## src/hw/dsia_defines.vh

```
// Constants for the drive status input assembly block
`ifndef DSIA_DEFINES_VH
`define DSIA_DEFINES_VH

// Operation status word bit positions
`define DSIA_OSW_FWD 0
`define DSIA_OSW_REV 1
`define DSIA_OSW_ACC 9
`define DSIA_OSW_DEC 10
`define DSIA_OSW_ALM 11

// Byte 0 flag positions of the input words
`define DSIA_B0_FAULT 0
`define DSIA_B0_WARN 1
`define DSIA_B0_FWD 2
`define DSIA_B0_REV 3
`define DSIA_B0_READY 4
`define DSIA_B0_CTRL_NET 5
`define DSIA_B0_REF_NET 6
`define DSIA_B0_AT_SPEED 7

// Word indices in the assembly store
`define DSIA_IDX_SHORT 1'h0
`define DSIA_IDX_EXT 1'h1

// Supervisor drive states
`define DSIA_ST_READY 8'h03
`define DSIA_ST_ENABLED 8'h04
`define DSIA_ST_STOPPING 8'h05

// Conversion factor, frequency to RPM
`define DSIA_RPM_FACTOR 8'h78

// Reset values
`define DSIA_RST_WORD 32'h0000_0000
`define DSIA_RST_POLES 8'h00

// Boot count at which the pole count is taken; the boot phase lasts four cycles (covers the two sync stages)
`define DSIA_BOOT_CYCLES 2'h3

`endif

```

## src/hw/dsia_divider.v

```verilog
// Sequential restoring divider for the speed conversion
`timescale 1ns/1ps
module dsia_divider #(
    parameter DW = 24,
    parameter VW = 8
) (
    input wire clk_sys, // System clock
    input wire rstn, // Asynchronous reset, active low
    input wire start, // Pulse: begin a division
    input wire [DW-1:0] dividend, // Numerator
    input wire [VW-1:0] divisor, // Denominator, nonzero
    output reg busy, // High while dividing
    output reg done, // Pulse: quotient valid
    output reg [DW-1:0] quotient // Result
);

    reg [VW:0] rem;
    reg [DW-1:0] num;
    reg [VW-1:0] den;
    reg [5:0] cnt;
    wire [VW:0] shifted;
    wire [VW:0] diff;

    // One quotient bit per cycle keeps the datapath small; latency is DW cycles
    assign shifted = {rem[VW-1:0], num[DW-1]};
    assign diff = shifted - {1'b0, den};

    always @(posedge clk_sys or negedge rstn)
    begin
        if (!rstn)
        begin
            busy <= 1'b0;
            done <= 1'b0;
            rem <= {(VW+1){1'b0}};
            num <= {DW{1'b0}};
            den <= {VW{1'b0}};
            cnt <= 6'h00;
            quotient <= {DW{1'b0}};
        end
        else
        begin
            done <= 1'b0;
            if (start && !busy)
            begin
                busy <= 1'b1;
                rem <= {(VW+1){1'b0}};
                num <= dividend;
                den <= divisor;
                cnt <= DW[5:0];
            end
            else if (busy)
            begin
                if (diff[VW])
                    rem <= shifted;
                else
                    rem <= diff;
                num <= {num[DW-2:0], ~diff[VW]};
                cnt <= cnt - 6'h01;
                if (cnt == 6'h01)
                begin
                    busy <= 1'b0;
                    done <= 1'b1;
                    quotient <= {num[DW-2:0], ~diff[VW]};
                end
            end
        end
    end

endmodule // dsia_divider

```

## src/hw/dsia_asm_mem.v

```verilog
// Two-word store holding the assembled input words, registered read
`timescale 1ns/1ps
module dsia_asm_mem #(
    parameter AW = 1,
    parameter WW = 32
) (
    input wire clk_sys, // System clock
    input wire rstn, // Asynchronous reset, active low
    input wire wr_en, // Write strobe
    input wire [AW-1:0] wr_addr, // Write index
    input wire [WW-1:0] wr_data, // Write data
    input wire rd_en, // Read strobe
    input wire [AW-1:0] rd_addr, // Read index
    output reg [WW-1:0] rd_data // Read data, one cycle after rd_en
);

    reg [WW-1:0] mem [0:(1<<AW)-1];
    integer i;

    // Storage cleared at reset so the first read never shows stale data
    always @(posedge clk_sys or negedge rstn)
    begin
        if (!rstn)
        begin
            for (i = 0; i < (1 << AW); i = i + 1)
                mem[i] <= {WW{1'b0}};
        end
        else if (wr_en)
        begin
            mem[wr_addr] <= wr_data;
        end
    end

    // Registered read port
    always @(posedge clk_sys or negedge rstn)
    begin
        if (!rstn)
            rd_data <= {WW{1'b0}};
        else if (rd_en)
            rd_data <= mem[rd_addr];
    end

endmodule // dsia_asm_mem

```

## src/hw/dsia_top.v

```verilog
// Drive status input assembly: packs inverter status into two input words
`timescale 1ns/1ps
`include "dsia_defines.vh"
module dsia_top #(
    parameter FW = 16,
    parameter PW = 8
) (
    input wire clk_sys, // System clock, 200 MHz
    input wire rstn, // Asynchronous reset, active low
    input wire [15:0] operation_status_word, // Inverter status word, async
    input wire [FW-1:0] output_frequency_code, // Output frequency in Hz, async
    input wire [PW-1:0] motor_pole_count_code, // Motor pole count setting, async
    input wire [7:0] drive_state, // Supervisor state, same clock
    input wire read_hold, // Controller is reading, freeze words
    input wire rd_en, // Read strobe from controller side
    input wire rd_sel, // 0 short word, 1 extended word
    output wire [31:0] rd_data, // Word read, from register
    output reg rd_valid, // Pulse: rd_data valid
    output reg [31:0] asm_short, // Short input word, live copy
    output reg [31:0] asm_ext, // Extended input word, live copy
    output reg [PW-1:0] pole_count, // Pole count captured at boot
    output reg boot_done // High once the pole count is taken
);

    localparam DW = FW + 8;

    // One-hot states
    localparam [3:0] S_BOOT = 4'h1;
    localparam [3:0] S_IDLE = 4'h2;
    localparam [3:0] S_DIV = 4'h4;
    localparam [3:0] S_STORE = 4'h8;

    reg [3:0] state;
    reg [3:0] next_state;
    reg [1:0] boot_cnt;

    reg [15:0] osw_s1;
    reg [15:0] osw_s2;
    reg [FW-1:0] freq_s1;
    reg [FW-1:0] freq_s2;
    reg [PW-1:0] pole_s1;
    reg [PW-1:0] pole_s2;

    reg [15:0] osw_snap;
    reg [7:0] dstate_snap;
    reg [15:0] speed_rpm;
    reg div_start;
    reg store_short;

    wire div_busy;
    wire div_done;
    wire [DW-1:0] div_q;
    wire [DW-1:0] freq_x120;
    wire pole_zero;
    wire flag_fault;
    wire flag_fwd;
    wire flag_rev;
    wire flag_ready;
    wire flag_at_speed;
    wire [7:0] byte0_short;
    wire [7:0] byte0_ext;
    wire [31:0] word_short;
    wire [31:0] word_ext;
    wire mem_wr;
    wire [31:0] mem_wdata;
    wire [0:0] mem_waddr;

    // Ready only in the states where the drive can accept or is running a command
    function is_ready_state;
        input [7:0] st;
        begin
            is_ready_state = (st == `DSIA_ST_READY) || (st == `DSIA_ST_ENABLED)
                || (st == `DSIA_ST_STOPPING);
        end
    endfunction

    // Running either way with no ramp in progress
    function at_speed;
        input [15:0] osw;
        begin
            at_speed = (osw[`DSIA_OSW_FWD] || osw[`DSIA_OSW_REV])
                && !osw[`DSIA_OSW_ACC] && !osw[`DSIA_OSW_DEC];
        end
    endfunction

    // Status word synchroniser; only the second stage feeds the logic
    always @(posedge clk_sys or negedge rstn)
    begin
        if (!rstn)
        begin
            osw_s1 <= 16'h0000;
            osw_s2 <= 16'h0000;
        end
        else
        begin
            osw_s1 <= operation_status_word;
            osw_s2 <= osw_s1;
        end
    end

    // Frequency synchroniser; a word torn by a change is replaced on the next loop
    always @(posedge clk_sys or negedge rstn)
    begin
        if (!rstn)
        begin
            freq_s1 <= {FW{1'b0}};
            freq_s2 <= {FW{1'b0}};
        end
        else
        begin
            freq_s1 <= output_frequency_code;
            freq_s2 <= freq_s1;
        end
    end

    // Pole count synchroniser; its output is only looked at once, at boot
    always @(posedge clk_sys or negedge rstn)
    begin
        if (!rstn)
        begin
            pole_s1 <= {PW{1'b0}};
            pole_s2 <= {PW{1'b0}};
        end
        else
        begin
            pole_s1 <= motor_pole_count_code;
            pole_s2 <= pole_s1;
        end
    end

    // Boot phase: wait for the synchronisers to fill, then take the pole count once
    always @(posedge clk_sys or negedge rstn)
    begin
        if (!rstn)
        begin
            boot_cnt <= 2'h0;
            boot_done <= 1'b0;
            pole_count <= `DSIA_RST_POLES;
        end
        else if (!boot_done)
        begin
            boot_cnt <= boot_cnt + 2'h1;
            if (boot_cnt == `DSIA_BOOT_CYCLES)
            begin
                boot_done <= 1'b1;
                pole_count <= pole_s2;
            end
        end
    end

    // Frequency times 120; widened so the product never wraps
    assign freq_x120 = {8'h00, freq_s2} * {{(DW-8){1'b0}}, `DSIA_RPM_FACTOR};

    // A zero pole count has no meaningful speed; the divider is bypassed then
    assign pole_zero = (pole_count == {PW{1'b0}});

    // Sequencer: snapshot status, divide, then store both words
    always @*
    begin
        next_state = state;
        case (state)
            S_BOOT:
                if (boot_done)
                    next_state = S_IDLE;
            S_IDLE:
                // Wait out any division still running before launching another
                if (!div_busy)
                    next_state = S_DIV;
            S_DIV:
                if (div_done || pole_zero)
                    next_state = S_STORE;
            S_STORE:
                // Extended word goes first; leave once the short word is written
                if (!read_hold && store_short)
                    next_state = S_IDLE;
            default:
                next_state = S_BOOT;
        endcase
    end

    // State register
    always @(posedge clk_sys or negedge rstn)
    begin
        if (!rstn)
            state <= S_BOOT;
        else
            state <= next_state;
    end

    // Snapshot and divider control
    always @(posedge clk_sys or negedge rstn)
    begin
        if (!rstn)
        begin
            osw_snap <= 16'h0000;
            dstate_snap <= 8'h00;
            speed_rpm <= 16'h0000;
            div_start <= 1'b0;
        end
        else
        begin
            div_start <= 1'b0;
            if (state == S_IDLE)
            begin
                osw_snap <= osw_s2;
                dstate_snap <= drive_state;
                div_start <= !pole_zero;
            end
            // A zero pole count would divide by zero; report zero speed instead
            if (state == S_DIV && pole_zero)
                speed_rpm <= 16'h0000;
            else if (div_done && !pole_zero)
                speed_rpm <= div_q[15:0];
        end
    end

    // Divisor is fixed after boot, so it never changes under a running division
    dsia_divider #(
        .DW(DW),
        .VW(PW)
    ) u_div (
        .clk_sys(clk_sys),
        .rstn(rstn),
        .start(div_start),
        .dividend(freq_x120),
        .divisor(pole_count),
        .busy(div_busy),
        .done(div_done),
        .quotient(div_q)
    );

    // Individual flags, each carried by one rule
    assign flag_fault = osw_snap[`DSIA_OSW_ALM];
    assign flag_fwd = osw_snap[`DSIA_OSW_FWD];
    assign flag_rev = osw_snap[`DSIA_OSW_REV];
    assign flag_ready = is_ready_state(dstate_snap);
    assign flag_at_speed = at_speed(osw_snap);

    // Byte 0 of the extended word, one flag per position
    assign byte0_ext[`DSIA_B0_FAULT] = flag_fault;
    assign byte0_ext[`DSIA_B0_WARN] = 1'b0;
    assign byte0_ext[`DSIA_B0_FWD] = flag_fwd;
    assign byte0_ext[`DSIA_B0_REV] = flag_rev;
    assign byte0_ext[`DSIA_B0_READY] = flag_ready;
    assign byte0_ext[`DSIA_B0_CTRL_NET] = 1'b0;
    assign byte0_ext[`DSIA_B0_REF_NET] = 1'b0;
    assign byte0_ext[`DSIA_B0_AT_SPEED] = flag_at_speed;

    // Short word keeps only fault and forward; masking keeps both words in step
    localparam [7:0] SHORT_MASK = (8'h01 << `DSIA_B0_FAULT) | (8'h01 << `DSIA_B0_FWD);
    assign byte0_short = byte0_ext & SHORT_MASK;

    // Full words, speed low byte in byte 2, high byte in byte 3
    assign word_short = {speed_rpm, 8'h00, byte0_short};
    assign word_ext = {speed_rpm, dstate_snap, byte0_ext};

    // Store takes two cycles, extended then short; held off while the controller reads
    assign mem_wr = (state == S_STORE) && !read_hold;
    assign mem_waddr = store_short ? `DSIA_IDX_SHORT : `DSIA_IDX_EXT;
    assign mem_wdata = store_short ? word_short : word_ext;

    // Selects which word the next store cycle writes
    always @(posedge clk_sys or negedge rstn)
    begin
        if (!rstn)
            store_short <= 1'b0;
        else if (mem_wr)
            store_short <= ~store_short;
    end

    // Two-word store; reads stay open even while stores are held off
    dsia_asm_mem #(
        .AW(1),
        .WW(32)
    ) u_mem (
        .clk_sys(clk_sys),
        .rstn(rstn),
        .wr_en(mem_wr),
        .wr_addr(mem_waddr),
        .wr_data(mem_wdata),
        .rd_en(rd_en),
        .rd_addr(rd_sel),
        .rd_data(rd_data)
    );

    // Live copies follow the store, so they too stay frozen during a read
    always @(posedge clk_sys or negedge rstn)
    begin
        if (!rstn)
        begin
            asm_short <= `DSIA_RST_WORD;
            asm_ext <= `DSIA_RST_WORD;
            rd_valid <= 1'b0;
        end
        else
        begin
            rd_valid <= rd_en;
            if (mem_wr && store_short)
                asm_short <= word_short;
            if (mem_wr && !store_short)
                asm_ext <= word_ext;
        end
    end

endmodule // dsia_top

```

## config.mk

```make
export PLATFORM = sky130hd
export DESIGN_NAME = dsia_top
export DESIGN_NICKNAME = d
export VERILOG_FILES = /design/src/hw/dsia_divider.v /design/src/hw/dsia_asm_mem.v /design/src/hw/dsia_top.v
export VERILOG_INCLUDE_DIRS = /design/src /design/src/hw
export SDC_FILE = /design/constraint.sdc
export NUM_CORES = 1
export LEC_CHECK = 0
export ABC_CLOCK_PERIOD_IN_PS = 4400
export BUFFER_PORTS_ARGS = -buffer_cell sky130_fd_sc_hd__buf_2
export CAP_MARGIN = 0
export CORE_ASPECT_RATIO = 2
export CORE_MARGIN = 5
export CORE_UTILIZATION = 48
export DETAILED_ROUTE_END_ITERATION = 8
export GPL_TIMING_DRIVEN = 0
export PLACE_DENSITY_LB_ADDON = 0.1
export SETUP_SLACK_MARGIN = 0.2
export SYNTH_ARGS = -nofsm -noshare
export SYNTH_HDL_FRONTEND = slang
export SYNTH_HIERARCHICAL = 1
export SYNTH_SLANG_ARGS = --single-unit
```

## constraint.sdc

```tcl
create_clock -name clk_sys -period 4.4 [get_ports clk_sys]
set_clock_uncertainty 0.2 [all_clocks]
set_input_delay 0.66 -clock clk_sys [delete_from_list [all_inputs] [get_ports clk_sys]]
set_output_delay 0.66 -clock clk_sys [all_outputs]
set_load 0.05 [all_outputs]
```

# After elaboration in Yosys (flattened, before gate mapping)
# Cells that the tools add are included.
[totals]
output_inout_bits = 106
elab_cells = 111
in_bits = 53
register_bits = 333
[op_classes]
mux = 31
reduce_logical = 26
order_cmp = 3
mul = 1
addsub = 3
n_eq_ne = 13
n_bitwise = 6
[ops]
columns = ["operator", "count"]
rows = [
  ["2-to-1 mux 32 bit", 4],
  ["bitwise mux 64 bit", 1],
  ["2-to-1 mux 16 bit", 3],
  ["2-to-1 mux 24 bit", 2],
  ["demux 32 bit (select 1 bit)", 1],
  ["2-to-1 mux 8 bit", 3],
  ["multiplier 16 x 4 -> 20 bit, second input constant", 1],
  ["equality test 8 x 3 -> 1 bit, second input constant", 2],
  ["2-to-1 mux 4 bit", 4],
  ["case mux 4 bit (4 select lines)", 1],
  ["2-to-1 mux 6 bit", 2],
  ["logical AND 1 bit", 10],
  ["2-to-1 mux 1 bit", 10],
  ["subtractor 9 x 8 -> 9 bit", 1],
  ["equality test 8 x 2 -> 1 bit, second input constant", 1],
  ["zero test 8 bit", 1],
  ["inequality test 2 bit, second input constant", 4],
  ["equality test 6 x 1 -> 1 bit, second input constant", 1],
  ["zero test 1 bit", 6],
  ["subtractor 6 x 1 -> 6 bit, second input constant", 1],
  ["equality test 4 x 1 -> 1 bit, second input constant", 1],
  ["equality test 4 x 2 -> 1 bit, second input constant", 1],
  ["equality test 4 x 3 -> 1 bit, second input constant", 1],
  ["equality test 4 bit, second input constant", 1],
  ["11 further kinds", 20],
]

# Longest topological paths before layout
[logic_depth]
depth_word = 7
ltp_mapped = 13
mapped_depth_nobuf = 13

# Cells and area by module
# Netlist, hierarchy kept.
[modules_own_cells]
columns = ["module", "seq_area_each_um2", "n_inst", "area_each_um2", "cells_each"]
rows = [
  ["dsia_top", 3804.9, 1, 7030.5, 580],
  ["dsia_asm_mem", 2402.3, 1, 3882.5, 276],
  ["dsia_divider", 1801.7, 1, 3372.0, 349],
]

# Least setup slack after synthesis
# Ideal clock, no wire load.
[synth_timing]
kind = "register to register"
from = "reg freq_s2[0]"
to = "reg u_div.num[19]"
setup_ns = 0.083
t_required_ns = 4.117
slack_ns = 0.999
synth_period_minus_slack_ns = 3.401
t_arrival_ns = 3.119
path_stages_with_launch = 13
n_path_buf = 0
cell_sequence = "dfrtp_1 -> fa_1 -> xor2_1 -> ha_1 -> fa_1 -> a211oi_1 -> o211ai_1 -> nand3_1 -> o21ai_0 -> o31ai_1 -> xnor2_1 -> mux2i_1 -> o21ai_0"
[synth_via]
elab_chain_len = 2
[synth_rtl]
columns = ["item", "line_no", "text"]
rows = [
  ["start: declaration", "dsia_top.v:40", "reg [FW-1:0] freq_s2;"],
  ["start signal: assignment", "dsia_top.v:107", "freq_s2 <= {FW{1'b0}};"],
  ["start signal: assignment", "dsia_top.v:112", "freq_s2 <= freq_s1;"],
  ["multiplier 16 x 4 -> 20 bit", "dsia_top.v:152", "assign freq_x120 = {8'h00, freq_s2} * {{(DW-8){1'b0}}, `DSIA_RPM_FACTOR};"],
  ["net freq_x120[19]", "dsia_top.v:53", "wire [DW-1:0] freq_x120;"],
  ["2-to-1 mux 24 bit", "dsia_divider.v:43", "if (start && !busy)"],
  ["end signal: assignment", "dsia_divider.v:35", "num <= {DW{1'b0}};"],
  ["end signal: assignment", "dsia_divider.v:47", "num <= dividend;"],
  ["end signal: assignment", "dsia_divider.v:57", "num <= {num[DW-2:0], ~diff[VW]};"],
  ["end: declaration", "dsia_divider.v:18", "reg [DW-1:0] num;"],
]
# The timed path passes the listed nets, and every way through them passes these cells.
# A chain may end at the register's enable or synchronous reset.

# Worst setup path after layout
[layout_timing]
from = "reg freq_s2[0]"
to = "reg u_div.num[21]"
# The elaborated chain is that of the path after synthesis.

==> run summary <==
Avg WL per Cell = 16.5 um
number of global-route vias before repair = 9,419
Fillers = 2,519
grt peak-use layer = met2
gr usage total = 18.2%
Buffers on Ports = 129
final hold vios = 0
die area = 32,900 um2
Layout area overhead = 17.9%
yosys warns = 6
synthesized instance count = 1,173
die width = 131 um
die height = 251 um
CP Capture Type = register
antenna-violating nets left = 0
hold path depth = 1
Final Setup Violations = 0
initial antenna violation count = 1
Required @ worst endpoint = 4.66 ns
CP max stage cell = fa_1
Post-Layout Inst Area = 16,500 um2
Hold Crit Start = rd_en
fin crit share = 90.3%
Seq. cell area = 7810 um2
IO Pins = 159
worst-margin pin slew = 0.700 ns
GRT overflow = 0
Std-Cell Rows = 88
worst-path fanout max = 5
WL final = 29.3 mm
mapped cell area = 14,000 um2
Max Clock Freq = 0.252 GHz
Max clock buf depth = 3
status = finished clean
crit-path max cell delay = 0.57 ns
dpl cell area = 15,300 um2
CTS Root Buffer Type = clkbuf_16
crit path cell chain = fa_1 -> xor2_2 -> ha_1 -> or2_2 -> ha_1 -> a211oi_1 -> o211ai_1 -> nand3_1 -> o21ai_0 -> a31oi_1 -> xnor2_1 -> mux2i_1 -> o21ai_0
r2r endpoint = u_div/num[21]$_DFFE_PN0P_
First DRT Iteration DRCs = 314
mean post-synth cell area = 11.9 um2
CTS Buf Count = 28
# DRC = 0
GR Layer Usage met2 = 35.1%
R2R setup slack = 0.43 ns
Skew-Pair Late Insertion Delay = 0.54 ns
unrepaired setup endpoints after global routing = no
GRT met1 Usage = 20.1%
global-route wire length before repair = 48.1 mm
WP data arrival = 4.24 ns
Hold EP = rd_valid$_DFF_PN0_
DRT Pass-1 Iters = 4
htree depth = 1
via total after detailed routing = 8,948
met3 usage = 2.08%
vias per inst = 5.06
overall power = 9.61 mW
startpoint type of the worst setup path = register
area of the multi-input gates = 5610 um2
crit path kind = register to register
Max Slew Vio Count = 0
Sink Count = 312
largest net degree at the start of global routing = 127
reg2reg path depth = 13
worst vdd ir = 0.434 mV
Worst-path clk slew = 0.07 ns
layout cells sized above 1 = 23.8%
Power Density = 583 nW/um2
Rel. slew slack = 53.3%
RD Place Congestion = 0.785
Static Leakage = 8.34 nW
min Tclk post-route = 3.97 ns
post-detail-place hpwl = 21.4 mm
Hold Crit Class = input pin to register
reg2reg start = freq_s2[0]$_DFF_PN0_
Initial Util = 48.5%
number of nets in the layout = 1,504
Core Box Area = 28,800 um2
CTS tree = yes
max-cap viol count = 0
[flip-flops by register name, summed over array words and instances (netlist names), 16 cells and up]
name	count
asm_ext	29
asm_short	18
freq_s1	16
freq_s2	16
speed_rpm	16
u_div/num	24
u_div/quotient	16
u_mem/mem	64
u_mem/rd_data	32
[stage by stage]
| step | utilization (%) | instances | setup slack, ns | TNS [ns] | hold slack (ns) |
|---|---|---|---|---|---|
| after floorplan | - | 1199 | 0.999 | 0 | 0.131 |
| after CTS | 57.1 | 1769 | 0.300 | 0 | 0.000402 |
| after global placement | 52.7 | 1688 | -3.42 | -1050.91 | 0.131 |
| final | 57.2 | 1770 | 0.426 | 0 | 0.0328 |
| after detailed placement | 52.9 | 1690 | 0.307 | 0 | 0.135 |
| after global routing | 57.2 | 1770 | 0.208 | 0 | 0.00491 |
[critical path: cells and delay by family (launching register included)]
family,cells,cell delay [ns]
mux,1,0.08
compound gates,5,1.20
simple gates,2,0.42
fa+ha+maj,3,1.13
xor+xnor,2,0.38
flops,1,0.47
[power breakdown]
group	switching [mW]	internal [mW]
Combinational	1.83	1.30
Sequential	0.470	3.49
Clock	1.04	1.49
[placed cells by master (no fill, tap or decap), drive strengths merged, types with 4 or more instances in the layout]
master and n:
dfrtp 311, nand2 180, buf 176, mux2 105, clkbuf 71, inv 63
mux2i 62, nor2 58, o21ai 55, a21oi 54, ha 35, fa 29
conb 27, dlygate4sd3 27, xnor2 15, a21o 12, nor2b 12, a22o 12
xor2 10, nand3 9, nand2b 9, a31oi 7, nand3b 7, nor4 7
nor3 6, and2 5, o311ai 5, clkinv 4
[what timing repair did]
action	in CTS	in global routing
endpoints found under the hold margin	96	0
setup buffers	0	0
resized for setup	0	1
hold buffers	27	0
setup endpoints to repair	0	2
[how the worst max path moves through the flow]
stage	from	slack, ns	to
CTS	freq_s2[0]$_DFF_PN0_	0.30	u_div/num[21]$_DFFE_PN0P_
detailed placement	freq_s2[0]$_DFF_PN0_	0.31	u_div/num[21]$_DFFE_PN0P_
global placement	rstn	-3.42	asm_ext[22]$_DFFE_PN0P_
finish	freq_s2[0]$_DFF_PN0_	0.43	u_div/num[21]$_DFFE_PN0P_
global route	freq_s2[0]$_DFF_PN0_	0.21	u_div/num[21]$_DFFE_PN0P_
floorplan	freq_s2[0]$_DFF_PN0_	1.0	u_div/num[19]$_DFFE_PN0P_
[layout make-up]
| cell class | count | area share [%] |
|---|---|---|
| Sequential cell | 312 | 47.3 |
| Timing Repair Buffer | 158 | 5.95 |
| Antenna cell | 1 | 0.0152 |
| Inverter | 63 | 1.43 |
| Multi-Input combinational cell | 752 | 34.0 |
| Buffer | 72 | 2.70 |
| Tap cell | 360 | 2.73 |
| Clock buffer | 44 | 5.11 |
| Clock inverter | 8 | 0.713 |
[layer usage]
| metal | up-vias | wire length, um | share of wire, % |
|---|---|---|---|
| li1 | 4329 | - | - |
| met1 | 4427 | 10700 | 37 |
| met2 | 145 | 16500 | 57 |
| met3 | 47 | 1100 | 3.7 |
| met4 | 0 | 919 | 3.1 |
| met5 | - | 0 | 0 |
Note: power is estimated with default switching activity, not from simulation.
